$ cat src/logic/fdi_pkg.sv
// package: constants, register offsets and carriers for the field digital input logic
package fdi_pkg;

  localparam int ADDR_W = 4;
  localparam int DATA_W = 16;

  // register offsets
  localparam logic [3:0] FDI_CFG1_ADDR   = 4'h0;
  localparam logic [3:0] FDI_CFG2_ADDR   = 4'h1;
  localparam logic [3:0] FDI_STATE_ADDR  = 4'h2;
  localparam logic [3:0] FDI_COUNT_ADDR  = 4'h3;
  localparam logic [3:0] FDI_FAULT_ADDR  = 4'h4;
  localparam logic [3:0] FDI_RTD_ADDR    = 4'h5;
  localparam logic [3:0] FDI_ADCCFG_ADDR = 4'h6;
  localparam logic [3:0] FDI_RESULT_ADDR = 4'h7;
  localparam logic [3:0] FDI_GAIN_ADDR   = 4'h8;
  localparam logic [3:0] FDI_THR_ADDR    = 4'h9;

  // input_config_one fields
  localparam int CFG1_DEB_LSB    = 0;
  localparam int CFG1_SINK_LSB   = 5;
  localparam int CFG1_RANGE_BIT  = 10;
  localparam int CFG1_INV_BIT    = 11;
  localparam int CFG1_CNTEN_BIT  = 12;
  localparam int CFG1_MODE_BIT   = 13;
  // input_config_two fields
  localparam int CFG2_THR_LSB    = 0;
  localparam int CFG2_REFSEL_BIT = 7;
  localparam int CFG2_BYP_BIT    = 8;
  localparam int CFG2_OCEN_BIT   = 9;
  localparam int CFG2_SCEN_BIT   = 10;
  localparam int CFG2_AUXA_BIT   = 11;
  // fault status bits
  localparam int FLT_OC_BIT      = 0;
  localparam int FLT_SC_BIT      = 1;
  localparam int FLT_RTD_OC_BIT  = 2;

  localparam logic [15:0] CFG1_RST = 16'h0000;
  localparam logic [15:0] CFG2_RST = 16'h0000;

  // threshold code limit and offsets
  localparam logic [6:0] THR_CODE_MAX   = 7'h62;
  localparam logic [6:0] THR_SUPPLY_OFS = 7'h30;
  localparam logic [6:0] THR_FIXED_OFS  = 7'h26;
  localparam logic [7:0] THR_SUPPLY_DIV = 8'h32;
  localparam logic [7:0] THR_FIXED_DIV  = 8'h05;

  // conversion offsets
  localparam logic [15:0] UNI_OFS  = 16'h0005;
  localparam logic [15:0] BIP_OFS  = 16'h7FFB;

  // adc range codes
  localparam logic [1:0] RNG_0P625 = 2'h0;
  localparam logic [1:0] RNG_12V   = 2'h1;
  localparam logic [1:0] RNG_104MV = 2'h2;
  // gain as ratio numerator/denominator, per range
  localparam logic [7:0] GAIN_NUM_0P625 = 8'h04;
  localparam logic [7:0] GAIN_DEN_0P625 = 8'h01;
  localparam logic [7:0] GAIN_NUM_12V   = 8'h05;
  localparam logic [7:0] GAIN_DEN_12V   = 8'h18;
  localparam logic [7:0] GAIN_NUM_104MV = 8'h18;
  localparam logic [7:0] GAIN_DEN_104MV = 8'h01;

  // debounce sample tick: about 800 ns at 200 MHz
  localparam int SAMPLE_NS     = 800;
  localparam int CLK_NS        = 5;
  localparam int SAMPLE_CYCLES = SAMPLE_NS / CLK_NS;

  typedef struct packed {
    logic [ADDR_W-1:0] addr;
    logic [DATA_W-1:0] wdata;
    logic              wr;
    logic              rd;
  } fdi_bus_req_t;

  typedef struct packed {
    logic comp_buf;
    logic comp_unbuf;
    logic low_current;
    logic over_limit;
    logic rtd_high_sense;
  } fdi_sense_t;

endpackage

$ cat src/logic/fdi_debounce.sv
// debouncer for the sampled comparator level, mode 0 up/down or mode 1 reset count
module fdi_debounce
  import fdi_pkg::*;
#(
  parameter int CNT_W = 16
) (
  input  wire logic             core_clk_in,
  input  wire logic             rst_n_in,
  input  wire logic             sample_in,
  input  wire logic             level_in,
  input  wire logic             mode_in,
  input  wire logic [4:0]       length_in,
  output logic                  level_out
);

  logic [CNT_W-1:0] cnt_r;
  logic [CNT_W-1:0] target;

  // length code maps to sample count as code squared plus one, computed by a multiply
  function automatic logic [CNT_W-1:0] deb_target(input logic [4:0] code);
    deb_target = CNT_W'(code) * CNT_W'(code) + CNT_W'(1);
  endfunction

  assign target = deb_target(length_in);

  always_ff @(posedge core_clk_in) begin
    if (!rst_n_in) begin
      cnt_r     <= '0;
      level_out <= 1'b0;
    end else if (length_in == 5'h00) begin
      cnt_r <= '0;
      if (sample_in) begin
        level_out <= level_in;
      end
    end else if (sample_in) begin
      if (level_in != level_out) begin
        if (cnt_r + CNT_W'(1) >= target) begin
          level_out <= level_in;
          cnt_r     <= '0;
        end else begin
          cnt_r <= cnt_r + CNT_W'(1);
        end
      end else if (mode_in) begin
        cnt_r <= '0;
      end else if (cnt_r != '0) begin
        cnt_r <= cnt_r - CNT_W'(1);
      end
    end
  end

endmodule

$ cat src/logic/fdi_edge_counter.sv
// wrapping edge counter for the debounced input
module fdi_edge_counter #(
  parameter int CNT_W = 16
) (
  input  wire logic             core_clk_in,
  input  wire logic             rst_n_in,
  input  wire logic             level_in,
  input  wire logic             invert_in,
  input  wire logic             enable_in,
  output logic [CNT_W-1:0]      count_out
);

  logic prev_r;
  logic hit;

  // rising edge when straight, falling edge when inverted
  assign hit = invert_in ? (prev_r & ~level_in) : (~prev_r & level_in);

  always_ff @(posedge core_clk_in) begin
    if (!rst_n_in) begin
      prev_r <= 1'b0;
    end else begin
      prev_r <= level_in;
    end
  end

  always_ff @(posedge core_clk_in) begin
    if (!rst_n_in) begin
      count_out <= '0;
    end else if (enable_in && hit) begin
      count_out <= count_out + CNT_W'(1);
    end
  end

endmodule

$ cat src/logic/fdi_top.sv
// top: registers, comparator path, diagnostics and rtd helpers
module fdi_top
  import fdi_pkg::*;
#(
  parameter int CNT_W = 16
) (
  input  wire logic                core_clk_in,
  input  wire logic                rst_n_in,
  input  wire fdi_bus_req_t        bus_in,
  output logic [DATA_W-1:0]        rdata_out,
  input  wire fdi_sense_t          sense_in,
  input  wire logic [15:0]         adc_code_in,
  input  wire logic                adc_valid_in,
  output logic                     aux_a_out,
  output logic                     alert_n_out,
  output logic [6:0]               thr_dac_code_out,
  output logic                     thr_ref_sel_out,
  output logic                     input_buffer_bypass_out,
  output logic                     sink_range_out,
  output logic [4:0]               sink_code_out,
  output logic                     short_sink_add_out,
  output logic [1:0]               adc_range_select_out,
  output logic [1:0]               excitation_current_sel_out,
  output logic                     rtd_wire_select_out
);

  logic [15:0]      input_config_one_r;
  logic [15:0]      input_config_two_r;
  logic [15:0]      resistance_probe_setup_r;
  logic [15:0]      adc_cfg_r;
  logic [15:0]      conversion_result_r;
  logic [2:0]       fault_r;
  logic             state_r;
  logic [4:0]       sync1_r;
  logic [4:0]       sync2_r;
  logic [7:0]       tick_cnt_r;
  logic             sample_r;
  logic             comp_sel;
  logic             deb_level;
  logic             wr_fault;
  logic [2:0]       fault_set;
  logic [CNT_W-1:0] edge_count;
  logic [15:0]      thr_word;
  logic [15:0]      gain_word;

  fdi_sense_t sense_s;

  // two-stage synchroniser, first stage read only by second
  always_ff @(posedge core_clk_in) begin
    if (!rst_n_in) begin
      sync1_r <= '0;
      sync2_r <= '0;
    end else begin
      sync1_r <= sense_in;
      sync2_r <= sync1_r;
    end
  end
  assign sense_s = fdi_sense_t'(sync2_r);

  // sample tick divider
  always_ff @(posedge core_clk_in) begin
    if (!rst_n_in) begin
      tick_cnt_r <= '0;
      sample_r   <= 1'b0;
    end else if (tick_cnt_r == 8'(SAMPLE_CYCLES - 1)) begin
      tick_cnt_r <= '0;
      sample_r   <= 1'b1;
    end else begin
      tick_cnt_r <= tick_cnt_r + 8'h01;
      sample_r   <= 1'b0;
    end
  end

  // comparator source select
  assign comp_sel = input_config_two_r[CFG2_BYP_BIT] ? sense_s.comp_unbuf
                                                     : sense_s.comp_buf;

  fdi_debounce #(
    .CNT_W (16)
  ) u_deb (
    .core_clk_in (core_clk_in),
    .rst_n_in    (rst_n_in),
    .sample_in   (sample_r),
    .level_in    (comp_sel),
    .mode_in     (input_config_one_r[CFG1_MODE_BIT]),
    .length_in   (input_config_one_r[CFG1_DEB_LSB +: 5]),
    .level_out   (deb_level)
  );

  fdi_edge_counter #(
    .CNT_W (CNT_W)
  ) u_cnt (
    .core_clk_in (core_clk_in),
    .rst_n_in    (rst_n_in),
    .level_in    (deb_level),
    .invert_in   (input_config_one_r[CFG1_INV_BIT]),
    .enable_in   (input_config_one_r[CFG1_CNTEN_BIT]),
    .count_out   (edge_count)
  );

  // stored state and aux pin
  always_ff @(posedge core_clk_in) begin
    if (!rst_n_in) begin
      state_r   <= 1'b0;
      aux_a_out <= 1'b0;
    end else begin
      state_r   <= deb_level ^ input_config_one_r[CFG1_INV_BIT];
      aux_a_out <= input_config_two_r[CFG2_AUXA_BIT] & deb_level;
    end
  end

  // config writes; threshold code clamped since codes above max are invalid
  always_ff @(posedge core_clk_in) begin
    if (!rst_n_in) begin
      input_config_one_r       <= CFG1_RST;
      input_config_two_r       <= CFG2_RST;
      resistance_probe_setup_r <= '0;
      adc_cfg_r                <= '0;
    end else if (bus_in.wr) begin
      case (bus_in.addr)
        FDI_CFG1_ADDR:   input_config_one_r <= bus_in.wdata;
        FDI_CFG2_ADDR: begin
          input_config_two_r <= bus_in.wdata;
          if (bus_in.wdata[CFG2_THR_LSB +: 7] > THR_CODE_MAX) begin
            input_config_two_r[CFG2_THR_LSB +: 7] <= THR_CODE_MAX;
          end
        end
        FDI_RTD_ADDR:    resistance_probe_setup_r <= bus_in.wdata;
        FDI_ADCCFG_ADDR: adc_cfg_r <= bus_in.wdata;
        default: ;
      endcase
    end
  end

  // fault flags: set wins over write-one clear
  assign wr_fault  = bus_in.wr && (bus_in.addr == FDI_FAULT_ADDR);
  assign fault_set = {
    rtd_wire_select_out & sense_s.rtd_high_sense,
    input_config_two_r[CFG2_SCEN_BIT] & sense_s.over_limit,
    input_config_two_r[CFG2_OCEN_BIT] & sense_s.low_current
  };

  always_ff @(posedge core_clk_in) begin
    if (!rst_n_in) begin
      fault_r     <= '0;
      alert_n_out <= 1'b1;
    end else begin
      fault_r     <= (fault_r & ~(wr_fault ? bus_in.wdata[2:0] : 3'h0)) | fault_set;
      alert_n_out <= ~(|fault_set | |(fault_r & ~(wr_fault ? bus_in.wdata[2:0] : 3'h0)));
    end
  end

  // conversion result: UNI_OFS added for unipolar ranges, BIP_OFS subtracted for the 104 mV range
  always_ff @(posedge core_clk_in) begin
    if (!rst_n_in) begin
      conversion_result_r <= '0;
    end else if (adc_valid_in) begin
      if (adc_cfg_r[1:0] == RNG_104MV) begin
        conversion_result_r <= adc_code_in - BIP_OFS;
      end else begin
        conversion_result_r <= adc_code_in + UNI_OFS;
      end
    end
  end

  // gain word: numerator high byte, denominator low byte
  always_comb begin
    case (adc_cfg_r[1:0])
      RNG_0P625: gain_word = {GAIN_NUM_0P625, GAIN_DEN_0P625};
      RNG_12V:   gain_word = {GAIN_NUM_12V, GAIN_DEN_12V};
      RNG_104MV: gain_word = {GAIN_NUM_104MV, GAIN_DEN_104MV};
      default:   gain_word = 16'h0000;
    endcase
  end

  // widened before the subtraction so codes below the offset read back negative
  function automatic logic [7:0] thr_offset(input logic [6:0] code, input logic [6:0] ofs);
    thr_offset = {1'b0, code} - {1'b0, ofs};
  endfunction

  // threshold: signed code offset high byte, divisor low byte
  always_comb begin
    if (input_config_two_r[CFG2_REFSEL_BIT]) begin
      thr_word = {thr_offset(input_config_two_r[6:0], THR_FIXED_OFS), THR_FIXED_DIV};
    end else begin
      thr_word = {thr_offset(input_config_two_r[6:0], THR_SUPPLY_OFS), THR_SUPPLY_DIV};
    end
  end

  // analog control outputs
  always_ff @(posedge core_clk_in) begin
    if (!rst_n_in) begin
      thr_dac_code_out           <= '0;
      thr_ref_sel_out            <= 1'b0;
      input_buffer_bypass_out    <= 1'b0;
      sink_range_out             <= 1'b0;
      sink_code_out              <= '0;
      short_sink_add_out         <= 1'b0;
      adc_range_select_out       <= '0;
      excitation_current_sel_out <= '0;
      rtd_wire_select_out        <= 1'b0;
    end else begin
      thr_dac_code_out           <= input_config_two_r[CFG2_THR_LSB +: 7];
      thr_ref_sel_out            <= input_config_two_r[CFG2_REFSEL_BIT];
      input_buffer_bypass_out    <= input_config_two_r[CFG2_BYP_BIT];
      sink_range_out             <= input_config_one_r[CFG1_RANGE_BIT];
      sink_code_out              <= input_config_one_r[CFG1_SINK_LSB +: 5];
      short_sink_add_out         <= input_config_two_r[CFG2_SCEN_BIT];
      adc_range_select_out       <= adc_cfg_r[1:0];
      excitation_current_sel_out <= resistance_probe_setup_r[1:0];
      rtd_wire_select_out        <= resistance_probe_setup_r[2];
    end
  end

  // read data one cycle after strobe, zero otherwise
  always_ff @(posedge core_clk_in) begin
    if (!rst_n_in) begin
      rdata_out <= '0;
    end else if (bus_in.rd) begin
      case (bus_in.addr)
        FDI_CFG1_ADDR:   rdata_out <= input_config_one_r;
        FDI_CFG2_ADDR:   rdata_out <= input_config_two_r;
        FDI_STATE_ADDR:  rdata_out <= {15'h0000, state_r};
        FDI_COUNT_ADDR:  rdata_out <= 16'(edge_count);
        FDI_FAULT_ADDR:  rdata_out <= {13'h0000, fault_r};
        FDI_RTD_ADDR:    rdata_out <= resistance_probe_setup_r;
        FDI_ADCCFG_ADDR: rdata_out <= adc_cfg_r;
        FDI_RESULT_ADDR: rdata_out <= conversion_result_r;
        FDI_GAIN_ADDR:   rdata_out <= gain_word;
        FDI_THR_ADDR:    rdata_out <= thr_word;
        default:         rdata_out <= 16'h0000;
      endcase
    end else begin
      rdata_out <= '0;
    end
  end

endmodule

$ cat config.mk
export PLATFORM = sky130hd
export DESIGN_NAME = fdi_top
export DESIGN_NICKNAME = d
export VERILOG_FILES = /design/src/logic/fdi_pkg.sv /design/src/logic/fdi_debounce.sv /design/src/logic/fdi_edge_counter.sv /design/src/logic/fdi_top.sv
export SDC_FILE = /design/constraint.sdc
export NUM_CORES = 1
export LEC_CHECK = 0
export ABC_CLOCK_PERIOD_IN_PS = 10300
export BUFFER_PORTS_ARGS = -buffer_cell sky130_fd_sc_hd__buf_2
export CORE_ASPECT_RATIO = 0.9
export CORE_MARGIN = 2
export CORE_UTILIZATION = 45
export DETAILED_ROUTE_END_ITERATION = 6
export SLEW_MARGIN = 20
export SYNTH_ARGS = -nofsm -noshare
export SYNTH_HDL_FRONTEND = slang
export SYNTH_SLANG_ARGS = --single-unit
$ cat constraint.sdc
create_clock -name core_clk_in -period 10.3 [get_ports core_clk_in]
set_input_delay 0.515 -clock core_clk_in [delete_from_list [all_inputs] [get_ports core_clk_in]]
set_output_delay 0.515 -clock core_clk_in [all_outputs]
set_load 0.01 [all_outputs]
==> results of run 1 <==
==> logic make-up after synthesis <==
logic type | after synthesis
buffers and inverters | 87
muxes | 15
adders and majority gates | 33
AOI/OAI and AO/OA | 240
DFF | 176
and+or+nand+nor | 423
xor gates and xnor gates | 58
==> Yosys cell counts (5+ instances only) <==
master,count,area [µm²]
nor2b_1,9,56.3
o21ai_0,43,215
a22o_1,8,70.1
inv_1,23,86.3
nor3_1,16,80.1
buf_2,12,60.1
mux2i_1,9,90.1
a21oi_1,82,410
a22oi_1,25,188
nand3_1,29,145
clkbuf_1,47,176
xor2_1,22,193
or3_1,5,31.3
and3_1,11,68.8
and4_1,5,43.8
xnor2_1,36,315
ha_1,30,375
and2_1,40,250
nand4_1,19,119
a211oi_1,9,67.6
nor2_1,87,327
nand2b_1,6,37.5
a221oi_1,11,96.3
o211ai_1,5,37.5
a31oi_1,23,144
nand2_1,172,646
dfxtp_1,176,3520
==> per-stage QoR <==
stage,power [µW],utilization
final,1450,0.524
after global placement,793,0.491
after floorplan,759,-
after global routing,1490,0.524
after detailed placement,793,0.491
after CTS,1460,0.524
==> cell type report <==
class	instances	area, µm²	area share
sequential	176	3520	0.364
multi-input combinational	769	4680	0.484
clock buffer	19	443	0.0458
clock inverter	12	155	0.0160
timing repair buffer	91	473	0.0489
tap	245	307	0.0317
inverter	24	90.1	0.00932
==> layer usage <==
layer,GRT usage,vias to the layer above,wire (µm),share of wire
met3,0.0720,35,2280,0.092
met5,0,-,0,0
met2,0.369,311,10300,0.42
met1,0.367,3558,11700,0.47
met4,0.0709,0,386,0.016
li1,-,3720,-,-
==> worst min-delay path by stage <==
stage / startpoint / endpoint / slack, ps / cells past startpoint
after floorplan: sync1_r[0] / sense_s[0] / 410 / 1
after global placement: sync1_r[2] / sense_s[2] / 420 / 1
after detailed placement: sync1_r[0] / sense_s[0] / 420 / 1
after CTS: sense_in[0] / sync1_r[0] / 260 / 2
after global routing: sense_in[1] / sync1_r[1] / 270 / 2
final: sense_in[0] / sync1_r[0] / 270 / 2
==> registers in the layout, summed over array words and instances, names as in the netlist, 2 cells and up <==
name and cells:
adc_cfg_r 16, conversion_result_r 16, input_config_one_r 16, input_config_two_r 16, rdata_out 16, resistance_probe_setup_r 16, u_cnt.count_out 16, u_deb.cnt_r 16
tick_cnt_r 8, thr_dac_code_out 7, sense_s 5, sink_code_out 5, sync1_r 5, fault_r 3, adc_range_select_out 2, excitation_current_sel_out 2
==> worst register-to-register path: cells and delay by family (launching register included) <==
family	cells	cell delay, ps
buf+inv	2	140
flops	1	560
simple gates	2	440
compound gates	8	1860
xor+xnor	1	190
fa+ha+maj	5	1850
==> power by group through the flow <==
stage	sequential (µW)	combinational, µW	clock (µW)
6_report	702	77.3	668
5_1_grt	703	84.9	707
4_1_cts	702	76.3	678
3_5_place_dp	717	75.9	0
3_3_place_gp	717	76.0	0
2_1_floorplan	713	45.5	0
==> reports/metrics.cfg, run 1 <==
[setup_path]
cp_common_cell = ha_1
crit_buf_inv = 2
startpoint_type = flop
max_stage_delay_ps = 560
worst-r2r-setup-slack_ps = 5180
regToRegEndpoint = u_deb.cnt_r[6]
cp_cell_sequence = nand2_1 -> fa_1 -> fa_1 -> inv_1 -> ha_1 -> a31o_2 -> ha_1 -> inv_1 -> o21ai_0 -> a21oi_1 -> xor2_1 -> ha_1 -> a21o_1 -> a211oi_1 -> o211ai_1 -> o2111ai_1 -> nand2_1 -> o32ai_1
crit_fanout = 11
crit_path_end = u_deb.cnt_r[6]
critPathTopFamily = compound AO/OA/AOI/OAI gates
worstSetupPathType = reg -> reg
timing.rr.start = input_config_one_r[1]
crit_required_ps = 10650
crit_path_start = input_config_one_r[1]
arrival_ps = 5470
crit_path_end_kind = flop
path_depth = 18
crit_slowest_cell = dfxtp_1
rr_worst_depth = 18

[logic_synthesis]
synth-xor-area-share = 0.0595
synth_compound_area_frac = 0.180
yosys_warnings = 0
synth_ff_type = dfxtp_1
synth_nets = 1111
netlist_area_um2 = 8540
post_synth_and_or_nand_nor_area_fraction = 0.236
synth_seq_cells = 176
synthAdderAreaFrac = 0.0510
synth.mux.area_fraction = 0.0201
synthArstFlopShare = 0
syn_inst = 1032
synth_top_family_by_area = simple AND/OR/NAND/NOR gates
synth_cell_types = 69
synth.avg_cell_area_um2 = 8.27
synth_edf_count = 0
ys_seq_area_frac = 0.413

[routing]
drc = 0
vias_per_cell = 5.71
drt_iter0_markers = 712
num_vias = 7624
wire_per_inst_um = 18.5
dr.pass1.iters = 5
totalWireLength_um = 24700
antenna_left = 0

[layout]
area_delta_synth_final_pct = 13.3
nets = 1158
stdcell_area_um2 = 9670
mostFrequentLayoutCells = dfxtp_1, nand2_1, nor2_1
fillerInstances = 1832
final_common_cell = dfxtp_1
diodes = 0
drive_gt1_frac = 0.135
final_cells = 1336

[job]
max_cap_violations = 0

[power_and_ir_drop]
seq_power_share = 0.485
p_per_area_nw_per_um2 = 150
switching_share = 0.236
p_leak_uw = 0.00372
netSwitchingPower_uw = 341
clock_power_share = 0.462
p_comb_frac = 0.053
p_int_uw = 1110
ir_worst_vdd_uv = 84.4

[sta]
tns_ps = 0
rsz0062_at_grt = false
timing.final.crit_share = 0.497
layout_setup_ws_ps = 5180
clock_skew_ps = 9.33
setup_violations = 0
layout_min_cycle_time_ps = 5120
max_slew_margin = 0.236
timing.fmax_mhz = 195
drv_slew = 0
worst_pin_slew_ps = 1140
timing.hold.ws_ps = 275
finalHoldViolCount = 0

[die]
rows = 47
fp.dieW_um = 149
coreArea_um2 = 18500
pin_count = 85
die_y_um = 135
start_util = 0.462
dieArea_um2 = 20100

[clocking]
cts_tree = yes
htreeDepth = 4
post_cts_buffers = 0
ctsHoldBuffers = 0
cts.repair.resized = 0
clock_sinks = 176
clk_pin_slew_ps = 70
clk_latency_ps = 440
cts.path.max_buffers = 2
cts_buffers = 17
clockRootBuffer = clkbuf_16

[global_routing]
antenna_found_initial = 0
first_global_vias = 7084
grt_max_degree = 89
grt_pass1_wl_um = 39300
grt.overflow.total = 0
grt_use_total = 0.254

[place]
gp_congestion = 0.902
placed_cell_area_um2 = 9070
port_buffers = 84
dp_hpwl_um = 17400
place_inst = 1305
pre_cts_slack_ps = 5270

[outcome]
status = complete, no violations

[hold_path]
hold_class = in -> reg

(Power assumes the default switching activity.)
==> run 2: changes to the inputs <==
- ABC_CLOCK_PERIOD_IN_PS: 10300 -> 4900
- clock period: 10.3 -> 4.9 ns (I/O delays scaled with it)
==> reports/metrics.cfg, run 2 (synthesis gave the netlist of run 1 again) <==
[outcome]
status = complete, no violations  ; unchanged

[layout]
diodes = 0  ; unchanged
nets = 1168  ; was 1158
final_common_cell = dfxtp_1  ; unchanged
multi_input_area_um2 = 4680  ; unchanged
fillerInstances = 1774  ; was 1832
drive_gt1_frac = 0.142  ; was 0.135
seqCellArea_um2 = 3520  ; unchanged
area_delta_synth_final_pct = 13.9  ; was 13.3%
mostFrequentLayoutCells = dfxtp_1, nand2_1, nor2_1  ; unchanged

[routing]
drc = 0  ; unchanged
drt_iter0_markers = 780  ; was 712
vias_per_cell = 5.72  ; was 5.71
num_vias = 7707  ; was 7624
totalWireLength_um = 24900  ; was 24700 µm
wire_per_inst_um = 18.5  ; about the same
dr.pass1.iters = 5  ; unchanged
antenna_left = 0  ; unchanged

[power_and_ir_drop]
p_leak_uw = 0.00376  ; was 0.00372 µW
switching_share = 0.260  ; was 0.236
p_per_area_nw_per_um2 = 304  ; was 150 nW/µm²
p_comb_frac = 0.057  ; was 0.053
p_total_uw = 2960  ; was 1450 µW
netSwitchingPower_uw = 770  ; was 341 µW
p_int_uw = 2190  ; was 1110 µW
clock_power_share = 0.445  ; was 0.462
seq_power_share = 0.498  ; was 0.485
ir_worst_vdd_uv = 206  ; was 84.4 µV

[clocking]
cts.path.max_buffers = 2  ; unchanged
cts_buffers = 17  ; unchanged
cts_tree = yes  ; unchanged
clock_sinks = 176  ; unchanged
clk_pin_slew_ps = 70  ; about the same
htreeDepth = 4  ; unchanged
ctsHoldBuffers = 2  ; was 0
cts.repair.resized = 0  ; unchanged
clk_latency_ps = 430  ; was 440 ps
clockRootBuffer = clkbuf_16  ; unchanged
post_cts_buffers = 0  ; unchanged

[global_routing]
antenna_found_initial = 0  ; unchanged
grt.overflow.total = 0  ; unchanged
grt_use_total = 0.254  ; about the same
first_global_vias = 6971  ; was 7084
grt_max_degree = 89  ; unchanged
grt_pass1_wl_um = 39100  ; was 39300 µm

[setup_path]
crit_path_end = u_deb.cnt_r[1]  ; was u_deb.cnt_r[6]
rr_worst_depth = 19  ; was 18
regToRegEndpoint = u_deb.cnt_r[1]  ; was u_deb.cnt_r[6]
crit_fanout = 7  ; was 11
crit_path_end_kind = flop  ; unchanged
timing.rr.start = input_config_one_r[2]  ; was input_config_one_r[1]
crit_path_start = input_config_one_r[2]  ; was input_config_one_r[1]
worstSetupPathType = reg -> reg  ; unchanged
worst-r2r-setup-slack_ps = 380  ; was 5180 ps
startpoint_type = flop  ; unchanged
crit_required_ps = 5260  ; was 10650 ps
arrival_ps = 4880  ; was 5470 ps

[sta]
worst_pin_slew_ps = 1010  ; was 1140 ps
max_slew_margin = 0.321  ; was 0.236
rsz0062_at_grt = false  ; unchanged
layout_min_cycle_time_ps = 4520  ; was 5120 ps
setup_violations = 0  ; unchanged
timing.final.crit_share = 0.923  ; was 0.497
tns_ps = 0  ; unchanged
timing.fmax_mhz = 221  ; was 195 MHz
finalHoldViolCount = 0  ; unchanged
clock_skew_ps = 7.90  ; was 9.33 ps
drv_slew = 0  ; unchanged

[die]
rows = 47  ; unchanged
start_util = 0.462  ; unchanged
die_y_um = 135  ; unchanged
coreArea_um2 = 18500  ; unchanged
pin_count = 85  ; unchanged
dieArea_um2 = 20100  ; unchanged
fp.dieW_um = 149  ; unchanged

[place]
port_buffers = 84  ; unchanged
dp_hpwl_um = 17700  ; was 17400 µm
gp_congestion = 0.936  ; was 0.902

[hold_path]
hold_class = in -> reg  ; unchanged

[job]
max_cap_violations = 0  ; unchanged

[run 2: cell count changes in the layout (fill, tap and decap cells not counted), sizes merged]
cell,previous run,this run
buf,91,98
bufinv,3,0
clkbuf,19,17
clkinv,3,5
dlygate4sd3,0,3
inv,28,32
[run 2: area by class of cell]
cell class,count,area share
Inverter,24,0.00926
Sequential cell,176,0.362
Clock buffer,17,0.0437
Multi-Input combinational cell,769,0.481
Tap cell,245,0.0315
Clock inverter,15,0.0149
Timing Repair Buffer,101,0.0571
[run 2: power by group through the flow]
stage | combinational (µW) | clock [µW] | sequential, µW
5_1_grt | 184 | 1400 | 1480
3_5_place_dp | 163 | 0 | 1510
3_3_place_gp | 163 | 0 | 1510
4_1_cts | 165 | 1340 | 1470
6_report | 168 | 1320 | 1470
2_1_floorplan | 95.6 | 0 | 1500
[run 2: worst max-delay path, stage by stage, from the launching register on]
cell	delay (ps)
dfxtp_1	330
inv_1	90
fa_1	500
fa_1	510
inv_1	40
ha_1	270
a31o_2	240
ha_1	280
inv_1	110
o21ai_0	100
a21oi_1	170
xor2_1	170
ha_1	260
a21o_1	180
a211oi_1	320
o211ai_1	160
o2111ai_1	190
buf_4	220
a41oi_1	110
a21oi_1	180
[run 2: stage by stage]
step           setup WS (ps)  std cells  hold slack [ps]   util  instance area [µm²]
5_1_grt                 22.2       1347             22.3  0.527                 9730
3_5_place_dp             398       1312              420  0.494                 9130
4_1_cts                  372       1346             1.51  0.526                 9720
2_1_floorplan            285       1032              344      -                 8540
3_3_place_gp             523       1312              418  0.494                 9130
6_report                 377       1347             24.6  0.527                 9730
[run 2: worst min path at each step]
stage	from	end	depth (start not counted)
final	sense_in[4]	sync1_r[4]	2
after CTS	sense_in[1]	sync1_r[1]	2
after detailed placement	sync1_r[0]	sense_s[0]	1
after floorplan	adc_code_in[0]	conversion_result_r[0]	1
after global placement	sync1_r[2]	sense_s[2]	1
after global routing	sense_in[4]	sync1_r[4]	2
[run 2: metal layers]
layer  up-vias  share of wire  GRT usage
li1       3747              -          -
met1      3657           0.48      0.380
met2       273           0.42      0.367
met3        30          0.081     0.0581
met4         0          0.013     0.0661
met5         -              0          0
==> run 3: changes to the inputs <==
- REMOVE_ABC_BUFFERS: unset -> 1
==> reports/metrics.cfg, run 3 (synthesis gave the netlist of run 1 again) <==
[die]
start_util = 0.462  ; unchanged
die_y_um = 135  ; unchanged
dieArea_um2 = 20100  ; unchanged
fp.dieW_um = 149  ; unchanged
pin_count = 85  ; unchanged
coreArea_um2 = 18500  ; unchanged
rows = 47  ; unchanged

[setup_path]
critPathTopFamily = adder cells  ; unchanged
startpoint_type = flop  ; unchanged
worst-r2r-setup-slack_ps = 310  ; was 380 ps
worstSetupPathType = reg -> reg  ; unchanged
crit_buf_inv = 3  ; was 4
crit_fanout = 6  ; was 7
arrival_ps = 4950  ; was 4880 ps
crit_path_end_kind = flop  ; unchanged
crit_required_ps = 5260  ; about the same
max_stage_delay_ps = 510  ; about the same
crit_slowest_cell = fa_1  ; unchanged
cp_cell_sequence = nand2_1 -> fa_1 -> fa_1 -> inv_1 -> ha_1 -> a31o_2 -> ha_1 -> inv_1 -> o21ai_0 -> a21oi_1 -> xor2_1 -> ha_1 -> a21o_1 -> a211oi_1 -> o211ai_1 -> o2111ai_1 -> buf_4 -> nand4_1 -> a31oi_1  ; was inv_1 -> fa_1 -> fa_1 -> inv_1 -> ha_1 -> a31o_2 -> ha_1 -> inv_1 -> o21ai_0 -> a21oi_1 -> xor2_1 -> ha_1 -> a21o_1 -> a211oi_1 -> o211ai_1 -> o2111ai_1 -> buf_4 -> a41oi_1 -> a21oi_1
cp_common_cell = ha_1

[place]
gp_congestion = 0.896  ; was 0.936
dp_hpwl_um = 17400  ; was 17700 µm
placed_cell_area_um2 = 9130  ; about the same
port_buffers = 84  ; unchanged

[layout]
area_delta_synth_final_pct = 14.3  ; was 13.9%
diodes = 0  ; unchanged
fillerInstances = 1786  ; was 1774
final_common_cell = dfxtp_1  ; unchanged
mostFrequentLayoutCells = dfxtp_1, nand2_1, nor2_1  ; unchanged
drive_gt1_frac = 0.143  ; was 0.142
nets = 1166  ; was 1168
stdcell_area_um2 = 9760  ; was 9730 µm²

[sta]
layout_min_cycle_time_ps = 4590  ; was 4520 ps
max_slew_margin = 0.341  ; was 0.321
worst_pin_slew_ps = 985  ; was 1010 ps
drv_slew = 0  ; unchanged
rsz0062_at_grt = false  ; unchanged
setup_violations = 0  ; unchanged
finalHoldViolCount = 0  ; unchanged
tns_ps = 0  ; unchanged
clock_skew_ps = 12.6  ; was 7.90 ps
timing.fmax_mhz = 218  ; was 221 MHz
timing.final.crit_share = 0.938  ; was 0.923

[power_and_ir_drop]
ir_worst_vdd_uv = 227  ; was 206 µV
p_leak_uw = 0.00378  ; was 0.00376 µW
p_per_area_nw_per_um2 = 318  ; was 304 nW/µm²
p_total_uw = 3100  ; was 2960 µW

[routing]
dr.pass1.iters = 5  ; unchanged
num_vias = 7702  ; was 7707
wire_per_inst_um = 18.9  ; was 18.5 µm
drt_iter0_markers = 855  ; was 780
drc = 0  ; unchanged
antenna_left = 0  ; unchanged
vias_per_cell = 5.73  ; was 5.72
totalWireLength_um = 25400  ; was 24900 µm

[clocking]
clk_latency_ps = 430  ; about the same
cts_tree = yes  ; unchanged
cts_buffers = 17  ; unchanged
cts.path.max_buffers = 2  ; unchanged
htreeDepth = 4  ; unchanged
clock_sinks = 176  ; unchanged
clk_pin_slew_ps = 70  ; about the same
post_cts_buffers = 0  ; unchanged
clockRootBuffer = clkbuf_16  ; unchanged
ctsHoldBuffers = 0  ; was 2

[global_routing]
first_global_vias = 7006  ; was 6971
grt_pass1_wl_um = 40000  ; was 39100 µm
grt.overflow.total = 0  ; unchanged
grt_max_degree = 74  ; was 89
grt_use_total = 0.259  ; was 0.254
antenna_found_initial = 0  ; unchanged

[job]
max_cap_violations = 0  ; unchanged

[hold_path]
hold_class = in -> reg  ; unchanged

[outcome]
status = complete, no violations  ; unchanged

run 3: cell count changes in the layout (fill, tap and decap cells not counted), sizes merged:
cell	previous run	this run
inv	32	29
dlygate4sd3	3	0
clkbuf	17	20
buf	98	99
clkinv	5	4
clkinvlp	2	0
bufinv	0	3
run 3: where the power goes:
group | switching [µW] | internal [µW] | total (µW)
sequential | 18.1 | 1460 | 1470
combinational | 113 | 54.4 | 168
clock | 616 | 845 | 1460
run 3: layout make-up:
type | count | area, µm² | area share
clock buffer | 20 | 457 | 0.0468
clock inverter | 12 | 171 | 0.0176
multi-input combinational | 769 | 4680 | 0.480
timing repair buffer | 99 | 533 | 0.0546
inverter | 24 | 90.1 | 0.00923
sequential | 176 | 3520 | 0.361
tap | 245 | 307 | 0.0314
run 3: worst register-to-register path, cell delays in order (launching register included):
cell	delay (ps)
dfxtp_1	350
nand2_1	110
fa_1	470
fa_1	510
inv_1	40
ha_1	270
a31o_2	240
ha_1	280
inv_1	90
o21ai_0	100
a21oi_1	180
xor2_1	170
ha_1	260
a21o_1	180
a211oi_1	320
o211ai_1	160
o2111ai_1	270
buf_4	240
nand4_1	100
a31oi_1	190
run 3: worst paths after layout:
check                        start              to  cells past startpoint
max reg2reg  input_config_one_r[3]  u_deb.cnt_r[3]                     19
max          input_config_one_r[3]  u_deb.cnt_r[3]                     19
min                    sense_in[4]      sync1_r[4]                      2
min reg2reg             sync1_r[2]      sense_s[2]                      1
run 3: metal layers:
| metal | GRT usage | vias up | wire [µm] | part of all wire |
|---|---|---|---|---|
| li1 | - | 3727 | - | - |
| met1 | 0.388 | 3619 | 12000 | 0.47 |
| met3 | 0.0574 | 24 | 2270 | 0.089 |
| met5 | 0 | - | 0 | 0 |
| met4 | 0.0587 | 0 | 264 | 0.010 |
| met2 | 0.379 | 332 | 10900 | 0.43 |
run 3: per-stage QoR:
stage                     hold WS, ps  instances  setup slack (ps)   util
final                            15.1       1345               306  0.529
after floorplan                   334        969               407      -
after global placement            418       1313               481  0.495
after CTS                        1.77       1345               310  0.529
after detailed placement          418       1313               330  0.495
after global routing             8.92       1345              3.38  0.529
run 3: repair_timing:
item,in CTS,in global routing
setup endpoints to repair,0,1
hold endpoints to repair,0,0
gates resized for setup,0,1
